File: src/core/smd_pkg.sv
package smd_pkg;

    // ==========================================================
    // Link pins
    // ==========================================================
    typedef struct packed {
        logic sclk;
        logic cs_n;
        logic mosi;
    } smd_link_in_t;

    localparam int SMD_LINK_W = 3;

    // ==========================================================
    // Link commands and timing
    // ==========================================================
    localparam logic [7:0] SMD_CMD_READ_ANY_REG = 8'h65;
    localparam logic [7:0] SMD_CMD_READ_SFDP = 8'h5a;
    localparam int SMD_SFDP_ADDR_BITS = 24;
    localparam int SMD_SFDP_DUMMY = 8;
    localparam int SMD_DEF_ADDR_BITS = 24;
    localparam int SMD_DEF_LATENCY = 8;

    // ==========================================================
    // Device register addresses on the link
    // ==========================================================
    localparam logic [31:0] SMD_LREG_CONFIG_ONE = 32'h0000_0002;
    localparam logic [31:0] SMD_LREG_CONFIG_THREE = 32'h0000_0004;

    // ==========================================================
    // Configuration bit positions
    // ==========================================================
    localparam int SMD_ARCH_BIT = 3;
    localparam int SMD_USIZE_BIT = 1;
    localparam int SMD_PLOC_BIT = 2;
    localparam logic [7:0] SMD_CONFIG_ONE_RST = 8'h00;
    localparam logic [7:0] SMD_CONFIG_THREE_RST = 8'h00;

    // ==========================================================
    // Sector map indices
    // ==========================================================
    localparam logic [2:0] SMD_MAP_UNIFORM_64K = 3'h4;
    localparam logic [2:0] SMD_MAP_UNIFORM_256K = 3'h5;

    // ==========================================================
    // Detection descriptor table
    // ==========================================================
    localparam logic [31:0] SMD_DESC_BASE = 32'h0000_0048;
    localparam int SMD_DESC_BYTES = 24;
    localparam logic [7:0] SMD_SFDP_BLANK = 8'hff;
    localparam logic [SMD_DESC_BYTES*8-1:0] SMD_DESC_ROM = {
        8'h00, 8'h00, 8'h00, 8'h04, 8'h02, 8'hff, 8'h65, 8'hfd,
        8'h00, 8'h00, 8'h00, 8'h02, 8'h04, 8'hff, 8'h65, 8'hfc,
        8'h00, 8'h00, 8'h00, 8'h04, 8'h08, 8'hff, 8'h65, 8'hfc
    };

    // ==========================================================
    // Wishbone register map
    // ==========================================================
    localparam logic [3:0] SMD_WB_CONFIG_ONE = 4'h0;
    localparam logic [3:0] SMD_WB_CONFIG_THREE = 4'h4;
    localparam logic [3:0] SMD_WB_STATUS = 4'h8;
    localparam int SMD_ST_VALID_BIT = 3;
    localparam int SMD_ST_BUSY_BIT = 4;

    typedef enum logic [2:0] {
        SMD_ST_CMD,
        SMD_ST_ADDR,
        SMD_ST_DUMMY,
        SMD_ST_DATA,
        SMD_ST_IGNORE
    } smd_state_t;

endpackage : smd_pkg

File: src/core/smd_top.sv
`timescale 1ns/1ps
// What this block does
// - Architecture bit clear selects hybrid layout, set selects uniform layout.
// - Parameter-location bit clear puts small sectors low, set puts them high.
// - Uniform-size bit clear selects 64 KB sectors, set selects 256 KB.
// - Index 00h is small sectors bottom, 02h top, rest 64 KB.
// - Index 01h is small sectors bottom, 03h top, rest 256 KB.
// - Descriptors name read-any-register; host fetches configuration bytes with it.
// - First two descriptors have end flag and command-descriptor bit cleared.
// - Third descriptor has end flag set and a bit 1 mask.
module smd_top #(
    parameter int ADDR_BITS = smd_pkg::SMD_DEF_ADDR_BITS,
    parameter int LATENCY = smd_pkg::SMD_DEF_LATENCY
) (
    input wire logic ref_clk,
    input wire logic rst,
    input wire logic wb_cyc_i,
    input wire logic wb_stb_i,
    input wire logic wb_we_i,
    input wire logic [3:0] wb_adr_i,
    input wire logic [3:0] wb_sel_i,
    input wire logic [31:0] wb_dat_i,
    output logic [31:0] wb_dat_o,
    output logic wb_ack_o,
    input wire logic spi_sclk,
    input wire logic spi_cs_n,
    input wire logic spi_mosi,
    output logic spi_miso_o,
    output logic spi_miso_oe,
    output logic [2:0] sector_map_index,
    output logic sector_map_valid
);

    // ==========================================================
    // Elaboration checks
    // ==========================================================
    if (ADDR_BITS != 24 && ADDR_BITS != 32) begin : g_bad_addr
        $error("ADDR_BITS must be 24 or 32");
    end
    if (LATENCY < 0 || LATENCY > 15) begin : g_bad_lat
        $error("LATENCY must be 0 to 15");
    end

    // ==========================================================
    // Link input synchronisation and edge detection
    // ==========================================================
    smd_pkg::smd_link_in_t link_raw;
    smd_pkg::smd_link_in_t link_s;
    logic sclk_prev_q;
    logic sclk_rise;
    logic sclk_fall;

    assign link_raw = '{sclk: spi_sclk, cs_n: spi_cs_n, mosi: spi_mosi};

    smd_sync #(.WIDTH(smd_pkg::SMD_LINK_W)) u_sync (
        .ref_clk(ref_clk),
        .rst(rst),
        .async_in(link_raw),
        .sync_out(link_s)
    );

    always_ff @(posedge ref_clk or posedge rst) begin
        if (rst) begin
            sclk_prev_q <= 1'b1;
        end else begin
            sclk_prev_q <= link_s.sclk;
        end
    end

    assign sclk_rise = link_s.sclk & ~sclk_prev_q & ~link_s.cs_n;
    assign sclk_fall = ~link_s.sclk & sclk_prev_q & ~link_s.cs_n;

    // ==========================================================
    // Configuration registers, cleared by reset
    // ==========================================================
    logic [7:0] config_one_q;
    logic [7:0] config_three_q;
    logic wb_req;

    assign wb_req = wb_cyc_i & wb_stb_i & ~wb_ack_o;

    always_ff @(posedge ref_clk or posedge rst) begin
        if (rst) begin
            config_one_q <= smd_pkg::SMD_CONFIG_ONE_RST;
            config_three_q <= smd_pkg::SMD_CONFIG_THREE_RST;
        end else if (wb_req && wb_we_i && wb_sel_i[0]) begin
            if (wb_adr_i == smd_pkg::SMD_WB_CONFIG_ONE) begin
                config_one_q <= wb_dat_i[7:0];
            end
            if (wb_adr_i == smd_pkg::SMD_WB_CONFIG_THREE) begin
                config_three_q <= wb_dat_i[7:0];
            end
        end
    end

    // ==========================================================
    // Sector map decode
    // ==========================================================
    logic arch_uniform;
    logic param_top;
    logic size_256k;
    logic [2:0] map_d;

    assign arch_uniform = config_three_q[smd_pkg::SMD_ARCH_BIT];
    assign param_top = config_one_q[smd_pkg::SMD_PLOC_BIT];
    assign size_256k = config_three_q[smd_pkg::SMD_USIZE_BIT];

    always_comb begin
        if (arch_uniform) begin
            map_d = size_256k ? smd_pkg::SMD_MAP_UNIFORM_256K
                              : smd_pkg::SMD_MAP_UNIFORM_64K;
        end else begin
            map_d = {1'b0, param_top, size_256k};
        end
    end

    always_ff @(posedge ref_clk or posedge rst) begin
        if (rst) begin
            sector_map_index <= 3'h0;
            sector_map_valid <= 1'b1;
        end else begin
            sector_map_index <= map_d;
            sector_map_valid <= ~(arch_uniform & param_top);
        end
    end

    // ==========================================================
    // Link byte lookup
    // ==========================================================
    function automatic logic [7:0] lookup(input logic [31:0] addr, input logic sfdp,
                                          input logic [7:0] c1, input logic [7:0] c3);
        logic [31:0] rel;
        rel = addr - smd_pkg::SMD_DESC_BASE;
        if (sfdp) begin
            if (addr >= smd_pkg::SMD_DESC_BASE && rel < 32'(smd_pkg::SMD_DESC_BYTES)) begin
                lookup = smd_pkg::SMD_DESC_ROM[rel[4:0]*8 +: 8];
            end else begin
                lookup = smd_pkg::SMD_SFDP_BLANK;
            end
        end else if (addr == smd_pkg::SMD_LREG_CONFIG_THREE) begin
            lookup = c3;
        end else if (addr == smd_pkg::SMD_LREG_CONFIG_ONE) begin
            lookup = c1;
        end else begin
            lookup = 8'h00;
        end
    endfunction : lookup

    // ==========================================================
    // Link command engine
    // ==========================================================
    smd_pkg::smd_state_t state_q;
    logic [5:0] cnt_q;
    logic [31:0] shift_q;
    logic [31:0] addr_q;
    logic is_sfdp_q;
    logic [7:0] out_q;
    logic [5:0] addr_last;
    logic [5:0] dummy_last;
    logic [31:0] addr_in;

    assign addr_last = is_sfdp_q ? 6'(smd_pkg::SMD_SFDP_ADDR_BITS - 1) : 6'(ADDR_BITS - 1);
    assign dummy_last = is_sfdp_q ? 6'(smd_pkg::SMD_SFDP_DUMMY - 1) : 6'(LATENCY - 1);
    assign addr_in = {shift_q[30:0], link_s.mosi};

    always_ff @(posedge ref_clk or posedge rst) begin
        if (rst) begin
            state_q <= smd_pkg::SMD_ST_CMD;
            cnt_q <= 6'h00;
            shift_q <= 32'h0000_0000;
            addr_q <= 32'h0000_0000;
            is_sfdp_q <= 1'b0;
            out_q <= 8'h00;
        end else if (link_s.cs_n) begin
            state_q <= smd_pkg::SMD_ST_CMD;
            cnt_q <= 6'h00;
            is_sfdp_q <= 1'b0;
        end else begin
            unique case (state_q)
                smd_pkg::SMD_ST_CMD: begin
                    if (sclk_rise) begin
                        shift_q <= addr_in;
                        cnt_q <= cnt_q + 6'h01;
                        if (cnt_q == 6'd7) begin
                            cnt_q <= 6'h00;
                            shift_q <= 32'h0000_0000;
                            if (addr_in[7:0] == smd_pkg::SMD_CMD_READ_ANY_REG) begin
                                state_q <= smd_pkg::SMD_ST_ADDR;
                            end else if (addr_in[7:0] == smd_pkg::SMD_CMD_READ_SFDP) begin
                                state_q <= smd_pkg::SMD_ST_ADDR;
                                is_sfdp_q <= 1'b1;
                            end else begin
                                state_q <= smd_pkg::SMD_ST_IGNORE;
                            end
                        end
                    end
                end
                smd_pkg::SMD_ST_ADDR: begin
                    if (sclk_rise) begin
                        shift_q <= addr_in;
                        cnt_q <= cnt_q + 6'h01;
                        if (cnt_q == addr_last) begin
                            cnt_q <= 6'h00;
                            addr_q <= addr_in;
                            if (!is_sfdp_q && LATENCY == 0) begin
                                state_q <= smd_pkg::SMD_ST_DATA;
                                out_q <= lookup(addr_in, 1'b0, config_one_q, config_three_q);
                            end else begin
                                state_q <= smd_pkg::SMD_ST_DUMMY;
                            end
                        end
                    end
                end
                smd_pkg::SMD_ST_DUMMY: begin
                    if (sclk_rise) begin
                        cnt_q <= cnt_q + 6'h01;
                        if (cnt_q == dummy_last) begin
                            cnt_q <= 6'h00;
                            state_q <= smd_pkg::SMD_ST_DATA;
                            out_q <= lookup(addr_q, is_sfdp_q, config_one_q, config_three_q);
                        end
                    end
                end
                smd_pkg::SMD_ST_DATA: begin
                    if (sclk_fall) begin
                        out_q <= {out_q[6:0], 1'b0};
                        cnt_q <= cnt_q + 6'h01;
                        if (cnt_q == 6'd7) begin
                            cnt_q <= 6'h00;
                            addr_q <= addr_q + 32'h0000_0001;
                            out_q <= lookup(addr_q + 32'h0000_0001, is_sfdp_q,
                                            config_one_q, config_three_q);
                        end
                    end
                end
                smd_pkg::SMD_ST_IGNORE: begin
                    cnt_q <= 6'h00;
                end
                default: begin
                    state_q <= smd_pkg::SMD_ST_IGNORE;
                end
            endcase
        end
    end

    // ==========================================================
    // Serial output driver
    // ==========================================================
    always_ff @(posedge ref_clk or posedge rst) begin
        if (rst) begin
            spi_miso_o <= 1'b0;
            spi_miso_oe <= 1'b0;
        end else if (link_s.cs_n) begin
            spi_miso_oe <= 1'b0;
        end else if (sclk_fall && state_q == smd_pkg::SMD_ST_DATA) begin
            spi_miso_o <= out_q[7];
            spi_miso_oe <= 1'b1;
        end
    end

    // ==========================================================
    // Wishbone slave
    // ==========================================================
    always_ff @(posedge ref_clk or posedge rst) begin
        if (rst) begin
            wb_ack_o <= 1'b0;
            wb_dat_o <= 32'h0000_0000;
        end else begin
            wb_ack_o <= wb_req;
            if (wb_req && !wb_we_i) begin
                unique case (wb_adr_i)
                    smd_pkg::SMD_WB_CONFIG_ONE: wb_dat_o <= {24'h00_0000, config_one_q};
                    smd_pkg::SMD_WB_CONFIG_THREE: wb_dat_o <= {24'h00_0000, config_three_q};
                    smd_pkg::SMD_WB_STATUS: begin
                        wb_dat_o <= {27'h000_0000, ~link_s.cs_n, sector_map_valid,
                                     sector_map_index};
                    end
                    default: wb_dat_o <= 32'h0000_0000;
                endcase
            end
        end
    end

endmodule : smd_top

File: src/core/smd_sync.sv
`timescale 1ns/1ps
module smd_sync #(
    parameter int WIDTH = 1
) (
    input wire logic ref_clk,
    input wire logic rst,
    input wire logic [WIDTH-1:0] async_in,
    output logic [WIDTH-1:0] sync_out
);

    // ==========================================================
    // Two-stage synchroniser per bit
    // ==========================================================
    for (genvar i = 0; i < WIDTH; i++) begin : g_bit
        logic meta_q;
        logic sync_q;
        always_ff @(posedge ref_clk or posedge rst) begin
            if (rst) begin
                meta_q <= 1'b1;
                sync_q <= 1'b1;
            end else begin
                meta_q <= async_in[i];
                sync_q <= meta_q;
            end
        end
        assign sync_out[i] = sync_q;
    end

endmodule : smd_sync

File: config.mk
export PLATFORM = sky130hd
export DESIGN_NAME = smd_top
export DESIGN_NICKNAME = d
export VERILOG_FILES = /design/src/core/smd_pkg.sv /design/src/core/smd_top.sv /design/src/core/smd_sync.sv
export SDC_FILE = /design/constraint.sdc
export NUM_CORES = 1
export LEC_CHECK = 0
export BUFFER_PORTS_ARGS = -buffer_cell sky130_fd_sc_hd__clkbuf_2
export CAP_MARGIN = 20
export CORE_ASPECT_RATIO = 1.1
export CORE_MARGIN = 2
export CORE_UTILIZATION = 43
export DETAILED_ROUTE_END_ITERATION = 6
export PLACE_DENSITY = 0.66
export SLEW_MARGIN = 10
export SYNTH_ARGS = -nofsm -noshare
export SYNTH_HDL_FRONTEND = slang
export SYNTH_HIERARCHICAL = 1
export SYNTH_SLANG_ARGS = --single-unit
File: constraint.sdc
create_clock -name ref_clk -period 10.3 [get_ports ref_clk]
set_clock_uncertainty 0.05 [all_clocks]
set_input_delay 0 -clock ref_clk [delete_from_list [all_inputs] [get_ports ref_clk]]
set_output_delay 0 -clock ref_clk [all_outputs]
set_load 0.005 [all_outputs]
==> results by group <==
Global routing
  – Vias in the first global route: 7104
  – First-pass GRT wire length: around 37 mm
  – Total Routing Usage GR: between 20% and 30%
  – Largest net degree at the start of global routing: a little under 70
  – Initial antenna violation count: 0
  – GR Overflow Total: 0

Timing
  – Final period utilization: about 49%
  – Period minus WS final: approximately 5.0 ns
  – Actual transition at the worst max-transition pin: between 0.9 and 1 ns
  – Fin. max-slew vios: 0
  – Fmax: about 200 MHz
  – Final setup violation count: 0
  – Setup TNS: 0 ns
  – Slew HR: 33.5%
  – Final Hold Vio Count: 0
  – RSZ-0062 raised after global routing: false

Synth
  – Post-Synth Adder-Cell Area: 1.52%
  – Top cell type's share of synthesized area: around 34%
  – Largest family of logic cells by synthesized area: compound AO/OA/AOI/OAI gates
  – Post-synthesis sequential area ratio: a little over a third
  – Synth Register Bits: around 120
  – Async SR Flop Fraction: between 90% and 100%
  – XOR/XNOR Fraction of Synth Area: under 10%
  – Largest cells by area after synthesis: dfrtp_1, a22o_1, a21oi_1
  – Compound-Gate Fraction of Synth Area: 23.1%
  – Ys Warns: 6
  – Post-synthesis mux area share: under 10%
  – Synth area leader: dfrtp_1
  – Post-synthesis simple-gate area fraction: between 20% and 30%
  – Syn_area_per_cell: between 8 and 9 um^2
  – Synth cell types: 84
  – Most common flop cell mapped by yosys: dfrtp_1
  – Number of synthesized flops with an enable pin: 0
  – Cell area after synthesis: just over 8000 um^2
  – Post-Syn Instances: roughly 940

CTS
  – CTS Sinks: between 100 and 150
  – Root buf cell: clkbuf_16
  – CTS HTree Levels: 4
  – Postcts setup bufs: 0
  – Worst skew pair latency: roughly 0.44 ns
  – CTS tree: yes
  – CTS buffer count: 17
  – CTS clk-pin slew, worst paths: roughly 0.07 ns
  – CTS max path bufs: 2
  – Hold buffer count at cts: 16
  – Cts repair resizes: 0

Critical path
  – Worst Path Arrival: around 5.3 ns
  – Maximum net fanout on the critical path: 12
  – Crit. End Element: flip-flop
  – Crit path largest cell delay: about 0.90 ns
  – CP max-delay cell: nor4_2
  – Critical Path RT: around 11 ns
  – CP most frequent cell: nand4_1
  – Critical path cell sequence: ha_1, nand4_1, nor4_2, nand4_1, xor2_1, nand4_1, nor4_1, nor2_1, a211oi_1, a21oi_1
  – Kind of critical path: flip-flop to flip-flop
  – Crit path launch type: flip-flop
  – Reg2reg setup slack: between 5 and 6 ns

Final layout
  – Register area: between 2000 and 3000 um^2
  – Area delta synth->final: 10.4%
  – Area of the multi-input gates: about 4700 um^2
  – Share of cells above drive strength 1: between 10% and 20%
  – Filler Cells Inserted: 1874
  – N_diodes: 0
  – Util after Layout: 48.0%
  – Total Nets Final: 1000

Routing
  – Drt first pass iters: 7
  – Routed WL: 22.2 mm
  – Residual DRC: 0
  – Wire length per cell: roughly 18 um
  – Routed vias/inst: approximately 6.2
  – Routed via count: around 7500
  – DRT iter0 DRCs: between 600 and 700
  – Antenna viol nets, final: 0

Status
  – Outcome: complete, no violations

Floorplan
  – Starting density of the core: between 40% and 50%
  – Top Ports: slightly below 90
  – Die Wd: about 140 um
  – Floorplan core area: 19000 um^2
  – Die Ht: between 100 and 150 um
  – Die ar.: ~20000 um^2
  – # rows: 53

Job
  – Max Cap Violations: 0

Place
  – GP Congestion: around 0.94
  – IO buf count: 35
  – Post-detail-place hpwl: approximately 15 mm

Pwr
  – Leakage power: about 0.0038 uW
  – PwrDens: roughly 130 nW/um^2
  – Worst VDD drop: about 0.00012 V

Worst hold path
  – Worst Hold Class: input pin to flip-flop
==> registers in the layout, indices dropped and copies added, names as in the netlist <==
register / count
addr_q: 32
shift_q: 31
config_one_q: 8
config_three_q: 8
out_q: 8
wb_dat_o: 8
cnt_q: 6
sector_map_index: 3
state_q: 3
u_sync/g_bit.meta_q: 3
u_sync/g_bit.sync_q: 3
is_sfdp_q: 1
sclk_prev_q: 1
sector_map_valid: 1
spi_miso_o: 1
spi_miso_oe: 1
wb_ack_o: 1
==> report_power, final <==
| part | total [uW] | switching, uW | leakage [uW] | internal (uW) |
|---|---|---|---|---|
| Combinational | 60.8 | 32.4 | 0.00188 | 28.4 |
| Clock | 587 | 264 | 0.000279 | 322 |
| Sequential | 506 | 19.8 | 0.00162 | 486 |
==> kinds of logic (layout without fill, tap and decap cells) <==
kind of cell / Yosys count / in the layout
and+or+nand+nor: 341 / 341
AOI/OAI and AO/OA: 273 / 273
buffers and inverters: 123 / 113
DFF: 119 / 119
muxes: 41 / 41
xor gates and xnor gates: 34 / 34
adders and majority gates: 10 / 10
other: 1 / 24
==> cells in the final DEF, fill, tap and decap left out, drive strengths merged, types with 29 or more instances in the layout <==
cell	instances
a21oi	62
a22o	41
clkbuf	52
dfrtp	111
inv	29
nand2	66
nand3	31
nor2	73
nor3	44
o21ai	54
==> through the flow <==
step	setup WS [ns]	instance area (um^2)	hold slack, ns	cells	power (uW)
3_3_place_gp	5.33	8370	0.0407	1154	569
2_1_floorplan	6.84	8340	-0.0510	965	556
5_1_grt	4.78	9110	0.0661	1202	1200
4_1_cts	5.28	9110	0.0238	1202	1160
3_5_place_dp	5.30	8370	0.0397	1154	571
6_report	5.25	9110	0.0322	1202	1150
==> metal layers <==
layer | up-vias | share of wire, % | GRT usage (%)
met1 | 3631 | 43 | 30.1
li1 | 3526 | - | -
met2 | 278 | 48 | 36.9
met4 | 0 | 2.7 | 7.86
met5 | - | 0 | 0
met3 | 52 | 6.1 | 5.27
==> Yosys cell counts, drive strengths merged (4+ instances only) <==
| cell type | count |
|---|---|
| dfrtp | 111 |
| nor2 | 73 |
| nand2 | 66 |
| a21oi | 62 |
| buf | 54 |
| o21ai | 54 |
| clkbuf | 50 |
| nor3 | 44 |
| a22o | 41 |
| nand3 | 31 |
| nand4 | 26 |
| nor4 | 25 |
| xnor2 | 23 |
| mux2 | 22 |
| a31oi | 19 |
| mux2i | 19 |
| inv | 18 |
| a22oi | 11 |
| o31ai | 11 |
| xor2 | 11 |
| and3 | 10 |
| ha | 10 |
| and4 | 9 |
| or4 | 9 |
| dfstp | 8 |
| o22a | 8 |
| o22ai | 8 |
| or3 | 8 |
| a2111oi | 6 |
| a32oi | 6 |
| and2 | 6 |
| nor2b | 6 |
| a211oi | 5 |
| a221o | 5 |
| nand2b | 5 |
| a21o | 4 |
| a221oi | 4 |
| nand3b | 4 |
| nand4b | 4 |
| nor4b | 4 |
| o211ai | 4 |
==> critical path, delay by kind of cell, from the launching register on <==
family	cells	cell delay, ns
adder cells (fa/ha/maj)	1	0.40
flip-flops	1	0.60
XOR/XNOR	1	0.30
AND/OR/NAND/NOR	6	2.73
AO/OA/AOI/OAI	2	0.81
==> final timing paths <==
path                                               end  cells past startpoint                    from
worst max-delay path                          out_q[0]                     10               addr_q[0]
max in group asynchronous                   addr_q[21]                      4                     rst
worst min register to register  u_sync/g_bit[1].sync_q                      0  u_sync/g_bit[1].meta_q
min in group asynchronous                  spi_miso_oe                      3                     rst
worst max register to register                out_q[0]                     10               addr_q[0]
worst min-delay path                       wb_dat_o[5]                      3             wb_adr_i[2]
==> final cells by class <==
type,count,area share [%]
Clock buffer,17,4.67
Clock inverter,15,1.69
Inverter,19,0.810
Multi-Input combinational cell,723,52.1
Sequential cell,119,32.8
Tap cell,247,3.39
Timing Repair Buffer,62,4.59
Power figures use the tool's default switching activity.
